## src/hdl/vsb_pkg.sv

```systemverilog
// Purpose: shared constants and types for the virtual serial bridge link
// Assumes: one clock mclk_i at 250 MHz on both ends
// Notes:   flow-control lines are active high on the link carrier
package vsb_pkg;

  // ------------------------------------------------------------------
  // clock and baud figures
  // ------------------------------------------------------------------
  localparam logic [31:0] CLK_HZ   = 32'h0EE6_B280; // 250 MHz
  localparam logic [19:0] BAUD_DEF = 20'h1_C200;    // 115200 bit/s
  localparam logic [19:0] BAUD_MIN = 20'h0_2580;    // 9600 bit/s
  localparam logic [19:0] BAUD_MAX = 20'hE_1000;    // 921600 bit/s
  localparam logic [15:0] DIV_DEF  = 16'(CLK_HZ / 32'(BAUD_DEF));
  localparam logic [15:0] DIV_ONE  = 16'h0001;

  // ------------------------------------------------------------------
  // character framing
  // ------------------------------------------------------------------
  localparam logic [2:0]  BIT_LAST  = 3'h7;       // 8 data bits
  localparam logic [2:0]  BIT_FIRST = 3'h0;
  localparam logic        LINE_IDLE = 1'b1;       // mark level
  localparam logic        LINE_STRT = 1'b0;       // start bit level
  localparam logic [7:0]  BYTE_ZERO = 8'h00;
  localparam logic [2:0]  SYNC_RST  = 3'h1;       // {enable, rts, line idle}

  // handshake setting: bit 0 drives clear-to-send, bit 1 honours rts
  typedef enum logic [1:0] {
    HS_DISABLED = 2'b00,
    HS_RTS      = 2'b01,
    HS_CTS      = 2'b10,
    HS_RTSCTS   = 2'b11
  } vsb_hs_type;

  // serial shifter states, gray along idle-start-data-stop
  typedef enum logic [1:0] {
    ST_IDLE  = 2'b00,
    ST_START = 2'b01,
    ST_DATA  = 2'b11,
    ST_STOP  = 2'b10
  } vsb_st_type;

endpackage

```

## src/hdl/vsb_link_if.sv

```systemverilog
// Purpose: carrier joining the bridge end and the target end
// Assumes: both ends clocked by the same mclk_i
// Notes:   undriven clear-to-send line floats to its pulled-up level
`timescale 1ns/1ns
interface vsb_link_if;

  // ------------------------------------------------------------------
  // link wires
  // ------------------------------------------------------------------
  logic tgt_tx;     // serial data target to bridge
  logic tgt_rx;     // serial data bridge to target
  logic cts_drv;    // clear-to-send level from the bridge
  logic cts_oe;     // bridge drives clear-to-send
  logic rts;        // request-to-send from the target
  logic en;         // pass-through enable
  logic cts;        // resolved clear-to-send wire

  // pull-up stands in for the floating line
  assign cts = cts_oe ? cts_drv : 1'b1;

  modport bridge (input tgt_tx, rts, en, output tgt_rx, cts_drv, cts_oe);
  modport target (input tgt_rx, cts, output tgt_tx, rts, en);

endinterface // vsb_link_if

```

## src/hdl/vsb_bridge.sv

```systemverilog
// Purpose: board-controller end of the virtual serial bridge
// Assumes: host paths present byte streams with valid and ready
// Notes:   socket path wins over usb; receive buffer depth is a parameter
`timescale 1ns/1ns

// Behaviour
// RULE1: reset gives 115200 8N1, no handshake
// RULE2: baud settable from 9600 to 921600
// RULE3: handshake setting gates each line separately
// RULE4: drive clear-to-send low when buffer full
// RULE5: clear-to-send undriven in disabled/cts settings
// RULE6: start characters only while rts asserted
// RULE7: never cut short a character in flight
// RULE8: target takes one more character after rts drop
// RULE9: ignore rts in disabled/rts settings
// RULE10: target transmitter pauses while clear-to-send low
// RULE11: target tx to bridge, bridge to target rx
// RULE12: data passes only while enable asserted
// RULE13: socket connected blocks the usb path
// RULE14: target sets up rts before cts modes
// RULE15: low start, lsb first, high stop, idle high
module vsb_bridge
  import vsb_pkg::*;
#(
  parameter int unsigned RX_DEPTH = 16
) (
  input  wire logic             mclk_i,
  input  wire logic             rst_b_i,
  vsb_link_if.bridge            link,
  input  wire logic             cfg_wr_i,
  input  wire logic [19:0]      cfg_baud_i,
  input  wire vsb_pkg::vsb_hs_type cfg_hs_i,
  output logic [15:0]           cfg_div_o,
  output vsb_pkg::vsb_hs_type   cfg_hs_o,
  input  wire logic             sock_conn_i,
  input  wire logic             usb_tx_valid_i,
  input  wire logic [7:0]       usb_tx_data_i,
  output logic                  usb_tx_ready_o,
  input  wire logic             sock_tx_valid_i,
  input  wire logic [7:0]       sock_tx_data_i,
  output logic                  sock_tx_ready_o,
  output logic                  usb_rx_valid_o,
  output logic [7:0]            usb_rx_data_o,
  input  wire logic             usb_rx_ready_i,
  output logic                  sock_rx_valid_o,
  output logic [7:0]            sock_rx_data_o,
  input  wire logic             sock_rx_ready_i
);
  import vsb_pkg::*;

  localparam int unsigned PW = $clog2(RX_DEPTH);
  localparam logic [PW:0] CNT_FULL = (PW+1)'(RX_DEPTH);
  localparam logic [PW:0] CNT_ROOM = (PW+1)'(RX_DEPTH - 1);

  logic [2:0]  s1_q, s2_q;        // {enable, rts, target tx line}
  logic        en_s, rts_s, line_s;
  logic [19:0] baud_c;
  logic [15:0] div_q;
  vsb_hs_type  hs_q;
  logic        hs_drive, hs_honour;
  vsb_st_type  tx_st_q, rx_st_q;
  logic [15:0] tx_cnt_q, rx_cnt_q;
  logic [2:0]  tx_bit_q, rx_bit_q;
  logic [7:0]  tx_sh_q, rx_sh_q;
  logic        tx_line_q, tx_tick, tx_allow, tx_ready, host_valid;
  logic [7:0]  host_data;
  logic        rx_tick, rx_half, rx_done;
  logic [7:0]  mem_q [RX_DEPTH];
  logic [PW-1:0] wr_q, rd_q;
  logic [PW:0] cnt_q;
  logic        push, pop, out_valid, out_ready;

  // ------------------------------------------------------------------
  // pin synchronisers
  // ------------------------------------------------------------------
  always_ff @(posedge mclk_i) begin
    if (!rst_b_i) begin
      s1_q <= SYNC_RST;
      s2_q <= SYNC_RST;
    end else begin
      s1_q <= {link.en, link.rts, link.tgt_tx};  // RULE11
      s2_q <= s1_q;
    end
  end
  assign {en_s, rts_s, line_s} = s2_q;

  // ------------------------------------------------------------------
  // configuration: baud clamped into range, divider worked out once
  // ------------------------------------------------------------------
  always_comb begin
    baud_c = cfg_baud_i;
    if (cfg_baud_i < BAUD_MIN) baud_c = BAUD_MIN;  // RULE2
    else if (cfg_baud_i > BAUD_MAX) baud_c = BAUD_MAX;  // RULE2
  end

  // a change mid-character skews that character; software should idle first
  always_ff @(posedge mclk_i) begin
    if (!rst_b_i) begin
      div_q <= DIV_DEF;  // RULE1
      hs_q  <= HS_DISABLED;  // RULE1
    end else if (cfg_wr_i) begin
      div_q <= 16'(CLK_HZ / 32'(baud_c));  // RULE2
      hs_q  <= cfg_hs_i;  // RULE3
    end
  end
  assign cfg_div_o = div_q;
  assign cfg_hs_o  = hs_q;
  assign hs_drive  = hs_q[0];  // RULE3
  assign hs_honour = hs_q[1];  // RULE3

  // ------------------------------------------------------------------
  // host path selection
  // ------------------------------------------------------------------
  assign host_valid      = sock_conn_i ? sock_tx_valid_i : usb_tx_valid_i;  // RULE13
  assign host_data       = sock_conn_i ? sock_tx_data_i : usb_tx_data_i;
  assign usb_tx_ready_o  = tx_ready && !sock_conn_i;  // RULE13
  assign sock_tx_ready_o = tx_ready && sock_conn_i;
  assign out_ready       = sock_conn_i ? sock_rx_ready_i : usb_rx_ready_i;
  assign usb_rx_valid_o  = out_valid && !sock_conn_i;  // RULE13
  assign sock_rx_valid_o = out_valid && sock_conn_i;
  assign usb_rx_data_o   = mem_q[rd_q];
  assign sock_rx_data_o  = mem_q[rd_q];

  // ------------------------------------------------------------------
  // transmitter toward the target
  // ------------------------------------------------------------------
  assign tx_allow = en_s && (!hs_honour || rts_s);  // RULE6 RULE9 RULE12
  assign tx_ready = (tx_st_q == ST_IDLE) && tx_allow;
  assign tx_tick  = (tx_cnt_q == div_q - DIV_ONE);
  assign link.tgt_rx = tx_line_q;  // RULE11

  // rts is only looked at in idle, so a started character always completes
  always_ff @(posedge mclk_i) begin
    if (!rst_b_i) begin
      tx_st_q   <= ST_IDLE;
      tx_cnt_q  <= '0;
      tx_bit_q  <= BIT_FIRST;
      tx_sh_q   <= BYTE_ZERO;
      tx_line_q <= LINE_IDLE;
    end else begin
      tx_cnt_q <= (tx_st_q == ST_IDLE || tx_tick) ? '0 : tx_cnt_q + DIV_ONE;
      case (tx_st_q)
        ST_IDLE: if (host_valid && tx_ready) begin
          tx_sh_q   <= host_data;
          tx_line_q <= LINE_STRT;  // RULE15
          tx_st_q   <= ST_START;
        end
        ST_START: if (tx_tick) begin  // RULE7
          tx_line_q <= tx_sh_q[0];
          tx_sh_q   <= tx_sh_q >> 1;
          tx_bit_q  <= BIT_FIRST;
          tx_st_q   <= ST_DATA;
        end
        ST_DATA: if (tx_tick) begin  // RULE7
          if (tx_bit_q == BIT_LAST) begin
            tx_line_q <= LINE_IDLE;  // RULE15
            tx_st_q   <= ST_STOP;
          end else begin
            tx_line_q <= tx_sh_q[0];  // RULE15
            tx_sh_q   <= tx_sh_q >> 1;
            tx_bit_q  <= tx_bit_q + 3'h1;
          end
        end
        default: if (tx_tick) tx_st_q <= ST_IDLE;
      endcase
    end
  end

  // ------------------------------------------------------------------
  // receiver from the target, sampled mid-bit
  // ------------------------------------------------------------------
  assign rx_tick = (rx_cnt_q == div_q - DIV_ONE);
  assign rx_half = (rx_cnt_q == (div_q >> 1));
  assign rx_done = (rx_st_q == ST_STOP) && rx_tick && (line_s == LINE_IDLE);

  always_ff @(posedge mclk_i) begin
    if (!rst_b_i) begin
      rx_st_q  <= ST_IDLE;
      rx_cnt_q <= '0;
      rx_bit_q <= BIT_FIRST;
      rx_sh_q  <= BYTE_ZERO;
    end else begin
      rx_cnt_q <= rx_cnt_q + DIV_ONE;
      case (rx_st_q)
        ST_IDLE: begin
          rx_cnt_q <= '0;
          if (en_s && line_s == LINE_STRT) rx_st_q <= ST_START;  // RULE12
        end
        ST_START: if (rx_half) begin
          rx_cnt_q <= '0;
          rx_bit_q <= BIT_FIRST;
          rx_st_q  <= (line_s == LINE_STRT) ? ST_DATA : ST_IDLE;  // RULE15
        end
        ST_DATA: if (rx_tick) begin
          rx_cnt_q <= '0;
          rx_sh_q  <= {line_s, rx_sh_q[7:1]};  // RULE15
          rx_bit_q <= rx_bit_q + 3'h1;
          if (rx_bit_q == BIT_LAST) rx_st_q <= ST_STOP;
        end
        default: if (rx_tick) rx_st_q <= ST_IDLE;
      endcase
    end
  end

  // ------------------------------------------------------------------
  // receive buffer toward the host; a byte arriving full is dropped
  // ------------------------------------------------------------------
  assign out_valid = (cnt_q != '0);
  assign pop       = out_valid && out_ready;
  assign push      = rx_done && (cnt_q != CNT_FULL);

  always_ff @(posedge mclk_i) begin
    if (push) mem_q[wr_q] <= rx_sh_q;
  end

  always_ff @(posedge mclk_i) begin
    if (!rst_b_i) begin
      wr_q  <= '0;
      rd_q  <= '0;
      cnt_q <= '0;
    end else begin
      if (push) wr_q <= wr_q + 1'b1;
      if (pop) rd_q <= rd_q + 1'b1;
      if (push && !pop) cnt_q <= cnt_q + 1'b1;
      else if (pop && !push) cnt_q <= cnt_q - 1'b1;
    end
  end

  // ------------------------------------------------------------------
  // clear-to-send: dropped one slot early so a character in flight fits
  // ------------------------------------------------------------------
  always_ff @(posedge mclk_i) begin
    if (!rst_b_i) begin
      link.cts_drv <= 1'b0;
      link.cts_oe  <= 1'b0;
    end else begin
      link.cts_drv <= (cnt_q < CNT_ROOM);  // RULE4
      link.cts_oe  <= hs_drive;  // RULE4 RULE5
    end
  end

endmodule // vsb_bridge

```

## src/flat_wrapper.sv

```systemverilog
// flat-port wrapper written by rule: the top's interface ports become plain ports
module vsb_bridge_flat import vsb_pkg::*;
#(
  parameter int unsigned RX_DEPTH = 16
)
  (mclk_i, rst_b_i, cfg_wr_i, cfg_baud_i, cfg_hs_i, cfg_div_o, cfg_hs_o, sock_conn_i, usb_tx_valid_i, usb_tx_data_i, usb_tx_ready_o, sock_tx_valid_i, sock_tx_data_i, sock_tx_ready_o, usb_rx_valid_o, usb_rx_data_o, usb_rx_ready_i, sock_rx_valid_o, sock_rx_data_o, sock_rx_ready_i, link_tgt_tx, link_rts, link_en, link_tgt_rx, link_cts_drv, link_cts_oe);
  vsb_link_if link_i ();
  input  wire logic mclk_i;
  input  wire logic rst_b_i;
  input  wire logic cfg_wr_i;
  input  wire logic [19:0] cfg_baud_i;
  input  wire vsb_pkg::vsb_hs_type cfg_hs_i;
  output logic [15:0] cfg_div_o;
  output vsb_pkg::vsb_hs_type cfg_hs_o;
  input  wire logic sock_conn_i;
  input  wire logic usb_tx_valid_i;
  input  wire logic [7:0] usb_tx_data_i;
  output logic usb_tx_ready_o;
  input  wire logic sock_tx_valid_i;
  input  wire logic [7:0] sock_tx_data_i;
  output logic sock_tx_ready_o;
  output logic usb_rx_valid_o;
  output logic [7:0] usb_rx_data_o;
  input  wire logic usb_rx_ready_i;
  output logic sock_rx_valid_o;
  output logic [7:0] sock_rx_data_o;
  input  wire logic sock_rx_ready_i;
  input wire logic [$bits(link_i.tgt_tx)-1:0] link_tgt_tx;
  input wire logic [$bits(link_i.rts)-1:0] link_rts;
  input wire logic [$bits(link_i.en)-1:0] link_en;
  output wire logic [$bits(link_i.tgt_rx)-1:0] link_tgt_rx;
  output wire logic [$bits(link_i.cts_drv)-1:0] link_cts_drv;
  output wire logic [$bits(link_i.cts_oe)-1:0] link_cts_oe;
  assign link_i.tgt_tx = link_tgt_tx;
  assign link_i.rts = link_rts;
  assign link_i.en = link_en;
  assign link_tgt_rx = link_i.tgt_rx;
  assign link_cts_drv = link_i.cts_drv;
  assign link_cts_oe = link_i.cts_oe;
  vsb_bridge #(.RX_DEPTH(RX_DEPTH)) u_core (.mclk_i(mclk_i), .rst_b_i(rst_b_i), .link(link_i), .cfg_wr_i(cfg_wr_i), .cfg_baud_i(cfg_baud_i), .cfg_hs_i(cfg_hs_i), .cfg_div_o(cfg_div_o), .cfg_hs_o(cfg_hs_o), .sock_conn_i(sock_conn_i), .usb_tx_valid_i(usb_tx_valid_i), .usb_tx_data_i(usb_tx_data_i), .usb_tx_ready_o(usb_tx_ready_o), .sock_tx_valid_i(sock_tx_valid_i), .sock_tx_data_i(sock_tx_data_i), .sock_tx_ready_o(sock_tx_ready_o), .usb_rx_valid_o(usb_rx_valid_o), .usb_rx_data_o(usb_rx_data_o), .usb_rx_ready_i(usb_rx_ready_i), .sock_rx_valid_o(sock_rx_valid_o), .sock_rx_data_o(sock_rx_data_o), .sock_rx_ready_i(sock_rx_ready_i));
endmodule
```

## config.mk

```make
export PLATFORM = sky130hd
export DESIGN_NAME = vsb_bridge_flat
export DESIGN_NICKNAME = d
export VERILOG_FILES = /design/src/hdl/vsb_pkg.sv /design/src/hdl/vsb_link_if.sv /design/src/hdl/vsb_bridge.sv /design/src/flat_wrapper.sv
export SDC_FILE = /design/constraint.sdc
export NUM_CORES = 1
export LEC_CHECK = 0
export BUFFER_PORTS_ARGS = -buffer_cell sky130_fd_sc_hd__buf_2
export CAP_MARGIN = 20
export CORE_MARGIN = 1.5
export CORE_UTILIZATION = 25
export CTS_CLUSTER_DIAMETER = 40
export DETAILED_ROUTE_END_ITERATION = 16
export HOLD_SLACK_MARGIN = 0.03
export SLEW_MARGIN = 20
export SYNTH_ARGS = -nofsm -noshare
export SYNTH_HDL_FRONTEND = slang
export SYNTH_SLANG_ARGS = --single-unit
export TNS_END_PERCENT = 10
```

## constraint.sdc

```tcl
create_clock -name mclk_i -period 165.7 [get_ports mclk_i]
set_clock_uncertainty 0.1 [all_clocks]
set_input_delay 0 -clock mclk_i [delete_from_list [all_inputs] [get_ports mclk_i]]
set_output_delay 0 -clock mclk_i [all_outputs]
set_load 0.01 [all_outputs]
```

* Word level (Yosys, flattened, before mapping)
Memory sizes are Yosys's and may differ from the RTL's. A register that Yosys moved wholly into a read port is not among the register bits.
Index checks and enable logic that the tools add are counted.
** Word-level totals
- Register bits after elaboration :: 98
- Bits in latches :: 0
- Bits in writable memories :: 128
- Memory bits (read-only) :: 0
- Input port bits :: 49
- Output and inout port bits :: 41
- Word-level logic and storage cells :: 135
- Memories kept :: 1
** Operators by class
- $add $sub $neg :: 9
- $mul :: 0
- Div/mod/pow operators :: 1
- Order comparisons :: 3
- Equality and inequality tests :: 20
- Shifts and indexed selects :: 0
- Multiplexer cells :: 44
- Bitwise gates (word level) :: 2
- Reductions and logical operators :: 37
** Memories
- u_core.mem_q :: depth 16, width 8, rd ports 1, clocked after memory_dff 1, write ports 1, RTL line vsb_bridge.sv:68 : logic [7:0] mem_q [RX_DEPTH];
** Operators with widths (count)
- one-hot mux 16 bit (3 select lines) :: 1
- 2-to-1 mux 20 bit :: 2
- 2-to-1 mux 8 bit :: 5
- adder 16 x 1 -> 16 bit, second input constant :: 2
- divider 28 x 20 -> 32 bit, first input constant :: 1
- equality test 16 bit :: 2
- 2-to-1 mux 16 bit :: 2
- one-hot mux 8 bit (3 select lines) :: 1
- 2-to-1 mux 2 bit :: 11
- > comparator 20 bit, second input constant :: 1
- less-than comparator 20 x 14 -> 1 bit, second input constant :: 1
- equality test 16 x 15 -> 1 bit :: 1
- subtractor 16 x 1 -> 16 bit, second input constant :: 1
- 2-to-1 mux 3 bit :: 5
- AND reduction 5 bit :: 3
- logical AND 1 bit :: 14
- inequality test 2 x 1 -> 1 bit, second input constant :: 7
- one-hot mux 2 bit (3 select lines) :: 2
- one-hot mux 3 bit (2 select lines) :: 2
- 2-to-1 mux 5 bit :: 2
- adder 4 x 1 -> 4 bit, second input constant :: 2
- 2-to-1 mux 1 bit :: 8
- 2-to-1 mux 4 bit :: 2
- AND reduction 4 bit :: 2
- 20 further kinds :: 36

* Longest topological paths before layout
- Word-level depth :: 9
- Gate-level depth with buffers :: 321
- Depth with buffers taken out :: 290

* Worst setup path after synthesis
Ideal clock, no wire load.
- Path kind :: input to register
- Start :: in cfg_baud_i[8]
- End :: reg u_core.div_q[0], in the netlist u_core.cfg_div_o[0]
- Setup time :: 0.126 ns
- Arrival :: 61.997 ns
- Setup slack :: 103.477 ns
- Stages on the path :: 305
- Cell sequence :: or4_1 -> o41a_1 -> o211ai_4 -> clkbuf_1 -> buf_1 -> nand2_1 -> ha_1 -> or4_1 -> a2111oi_0 -> o21ai_0 -> and3_1 -> a32oi_1 -> mux2i_1 -> inv_1 -> ha_1 -> nand2_1 -> o21ai_0 -> a21o_1 -> [... 269 more ...] -> buf_6 -> buf_6 -> a21oi_2 -> ha_1 -> a21o_1 -> a21oi_1 -> nor2b_1 -> o21ai_0 -> nand2b_1 -> a21oi_1 -> nor2b_1 -> o21ai_0 -> nand2b_1 -> a21oi_1 -> o211ai_1 -> or4b_1 -> a211oi_2 -> a31oi_1
** On the way
- Longest elaborated chain between the ends :: 4
** Ends and longest elaborated chain
- start: declaration :: RTL line flat_wrapper.sv:11 : input wire logic [19:0] cfg_baud_i;
- > comparator 20 bit :: RTL line vsb_bridge.sv:93 : else if (cfg_baud_i > BAUD_MAX) baud_c = BAUD_MAX;
- 2-to-1 mux 20 bit :: RTL line vsb_bridge.sv:93
- 2-to-1 mux 20 bit * :: RTL line vsb_bridge.sv:92 : if (cfg_baud_i < BAUD_MIN) baud_c = BAUD_MIN;
- divider 28 x 20 -> 32 bit * :: RTL line vsb_bridge.sv:102 : div_q <= 16'(CLK_HZ / 32'(baud_c));
- end signal: assignment :: RTL line vsb_bridge.sv:102
- end: declaration :: RTL line vsb_bridge.sv:58 : logic [15:0] div_q;
Every way passes the cells marked *; elsewhere a longest branch is shown, timed or not.
A chain may end at the register's enable or synchronous reset.

* Worst setup path in the final report
- Start :: in cfg_baud_i[0]
- End :: reg u_core.div_q[0], in the netlist u_core.cfg_div_o[0]
Same word-level chain as after synthesis.

==> flow_summary.ini <==
[floorplanning]
die_area_mm2 = 0.132
io_pins = 90
chipHeight_um = 363
fp.dieW_um = 363
initial_core_util_pct = 25.3
rows = 131
core_mm2 = 0.128

[clock_network]
htree_levels = 2
cts_tree = yes
post_cts.repair.setup_buffers = 0
clock-sinks = 230
clk_root_buffer_cell = clkbuf_16
cts_made_buffers = 34
clkLatencyLatePin_ns = 0.54
clkSlewWorstSetupHoldPaths_ns = 0.04
cts.path.max_buffers = 3

[timing]
finalSetupViolations = 0
grt_setup_unrepaired = false
period_minus_slack_ns = 68.36
finalCritPeriodShare_pct = 41.3
max_clock_freq_ghz = 0.0146
hold_viol = 0
setup_tns_ns = 0
slew_violations = 0
relSlewSlack_pct = 24.3
tightestPinTransition_ns = 1.13

[placed_design]
port_buffers = 89
gp_congestion = 0.947
dp_hpwl_um = 83600
dpl-instance-area_mm2 = 0.0349

[synthesis]
synth_top_family_by_area = compound AO/OA/AOI/OAI gates
synth.distinct_cells = 115
synthCells = 4106
synthAdderAreaFrac_pct = 13.8
async_flop_share_pct = 0
avgSynthCellArea_um2 = 7.89
synth_compound_area_share_pct = 26.9
yosys-mux-area-fraction_pct = 7.67
synth_warnings = 0
synth_edf_count = 128
yosysSeqAreaShare_pct = 18.2
synth-simple-area-share_pct = 20.8
synth_xor_area_share_pct = 9.22
ys_ff_latch = 230
netlist_area_mm2 = 0.0324
ys.flop_type = edfxtp_1

[drt]
ant_nets = 0
finalWirelength_um = 108000
drcViolationCount = 0
drtIter0Drc = 3053
route.vias.total = 31800
routedWlPerCell_um = 18.2
firstDrtPassIters = 8
drt-vias-per-instance = 5.36

[worst_setup_path]
cpPeakStageDelay_ns = 0.84
cpMostUsedCell = o21ai_0
critPathCaptureType = flop
critPathMaxFanout = 47
worst_path_max_delay_cell = or4_4
arrival_ns = 68.67
crit_type = input port to flop
worst_ep_required_time_ns = 166.01
start_kind = input port

[outcome]
status = complete, no violations

[finish]
final_area_mm2 = 0.0364
nFillCells = 13700
final_common_cell = nor2_1
syn_to_final_growth_pct = 12.3
num-nets-final = 4594
layout-drive-gt1-share_pct = 10.4
n_antenna_cell = 0
final_cell_mix = nor2_1, a21oi_1, ha_1

[grt]
gr-usage-met2_pct = 24.6
track_usage_pct = 15.7
use_met1_pct = 22.5
overflow = 0
grt_max_degree = 52
first_global_vias = 29600
busiest_layer = met2
antenna_found_initial = 5
grt_pass1_wl_um = 167000
grt_use_met3_pct = 2.30

[min_path]
hold_path_class = input port to flop

[flow_run]
max_cap_violations = 0
worst paths after layout:
kind              slack [ns]                start             endpoint  cells after the start
hold / removal          0.16        cfg_baud_i[1]  u_core.cfg_div_o[0]                      4
setup reg to reg      160.34  u_core.cfg_div_o[0]      u_core.cnt_q[4]                     20
hold reg to reg         0.34       u_core.s1_q[1]       u_core.s2_q[1]                      1
setup / recovery       97.34        cfg_baud_i[0]  u_core.cfg_div_o[0]                    280
per-stage QoR:
step | util, % | setup slack [ns] | hold WS, ns | std cells
2_1_floorplan | - | 103.48 | 0.00147 | 4117
3_3_place_gp | 27.3 | 99.06 | 0.0922 | 5852
3_5_place_dp | 27.3 | 97.80 | 0.0895 | 5852
4_1_cts | 28.4 | 97.94 | 0.100 | 5944
5_1_grt | 28.4 | 90.91 | 0.112 | 5944
6_report | 28.4 | 97.34 | 0.157 | 5944
Yosys cell counts, drive strengths merged (43+ instances only):
cell type	instances	share of area, %
nor2	437	5.1
a21oi	389	6.1
ha	355	14
nand2	344	4.0
o21ai	252	3.9
xnor2	213	5.8
a21o	141	3.3
inv	140	1.6
edfxtp	128	12
xor2	128	3.5
dfxtp	102	6.3
nand3	101	1.6
nor3	100	1.6
mux2	92	3.2
o21a	92	2.1
clkbuf	91	1.1
nand2b	71	1.4
a211oi	56	1.3
mux2i	54	1.7
nand4	53	1.1
a31oi	46	0.93
nor2b	46	0.89
o211ai	44	1.1
and3	43	0.83
area by class of cell:
cell class | count | area, um2 | area share (%)
inverter | 142 | 533 | 1.46
sequential | 230 | 5890 | 16.2
multi-input combinational | 3612 | 25500 | 70.2
clock inverter | 24 | 279 | 0.767
clock buffer | 38 | 876 | 2.41
tap | 1729 | 2160 | 5.94
timing repair buffer | 169 | 1120 | 3.08
cells by family after synthesis:
| family | after synthesis |
|---|---|
| other | 2 |
| flip-flops | 230 |
| AO/OA/AOI/OAI | 1316 |
| adder cells (fa/ha/maj) | 356 |
| AND/OR/NAND/NOR | 1400 |
| buffers and inverters | 275 |
| XOR/XNOR | 341 |
| multiplexers | 186 |
what timing repair did:
item | in CTS | in global routing
hold buffers | 30 | 0
endpoints found under the hold margin | 36 | 0
resized for setup | 0 | 0
registers in the layout, indices dropped and copies added, names as in the netlist, 2 cells and up, named ones only:
| signal | count |
|---|---|
| u_core.rd_q | 4 |
| u_core.rx_cnt_q | 16 |
| u_core.s2_q | 3 |
| u_core.tx_sh_q | 8 |
| u_core.rx_sh_q | 8 |
| u_core.wr_q | 4 |
| u_core.cfg_div_o | 16 |
| u_core.tx_st_q | 2 |
| u_core.mem_q | 128 |
| u_core.cnt_q | 5 |
| u_core.s1_q | 3 |
| u_core.tx_cnt_q | 16 |
| u_core.rx_st_q | 2 |
| u_core.tx_bit_q | 3 |
| u_core.cfg_hs_o | 2 |
| u_core.rx_bit_q | 3 |
worst max-delay path: cells and delay by family:
kind | cells | cell delay (ns)
AOI/OAI and AO/OA | 175 | 39.25
adders and majority gates | 19 | 6.42
buffers and inverters | 14 | 3.02
muxes | 9 | 3.71
and+or+nand+nor | 63 | 15.93
routing by layer:
metal | part of all wire (%) | vias up
met5 | 0 | -
met4 | 2.5 | 0
met3 | 7.5 | 158
met2 | 42 | 1089
met1 | 48 | 15000
li1 | - | 15600
Power is not shown: default switching activity piles up to over one toggle a cycle in this logic, so the estimate is an artifact.
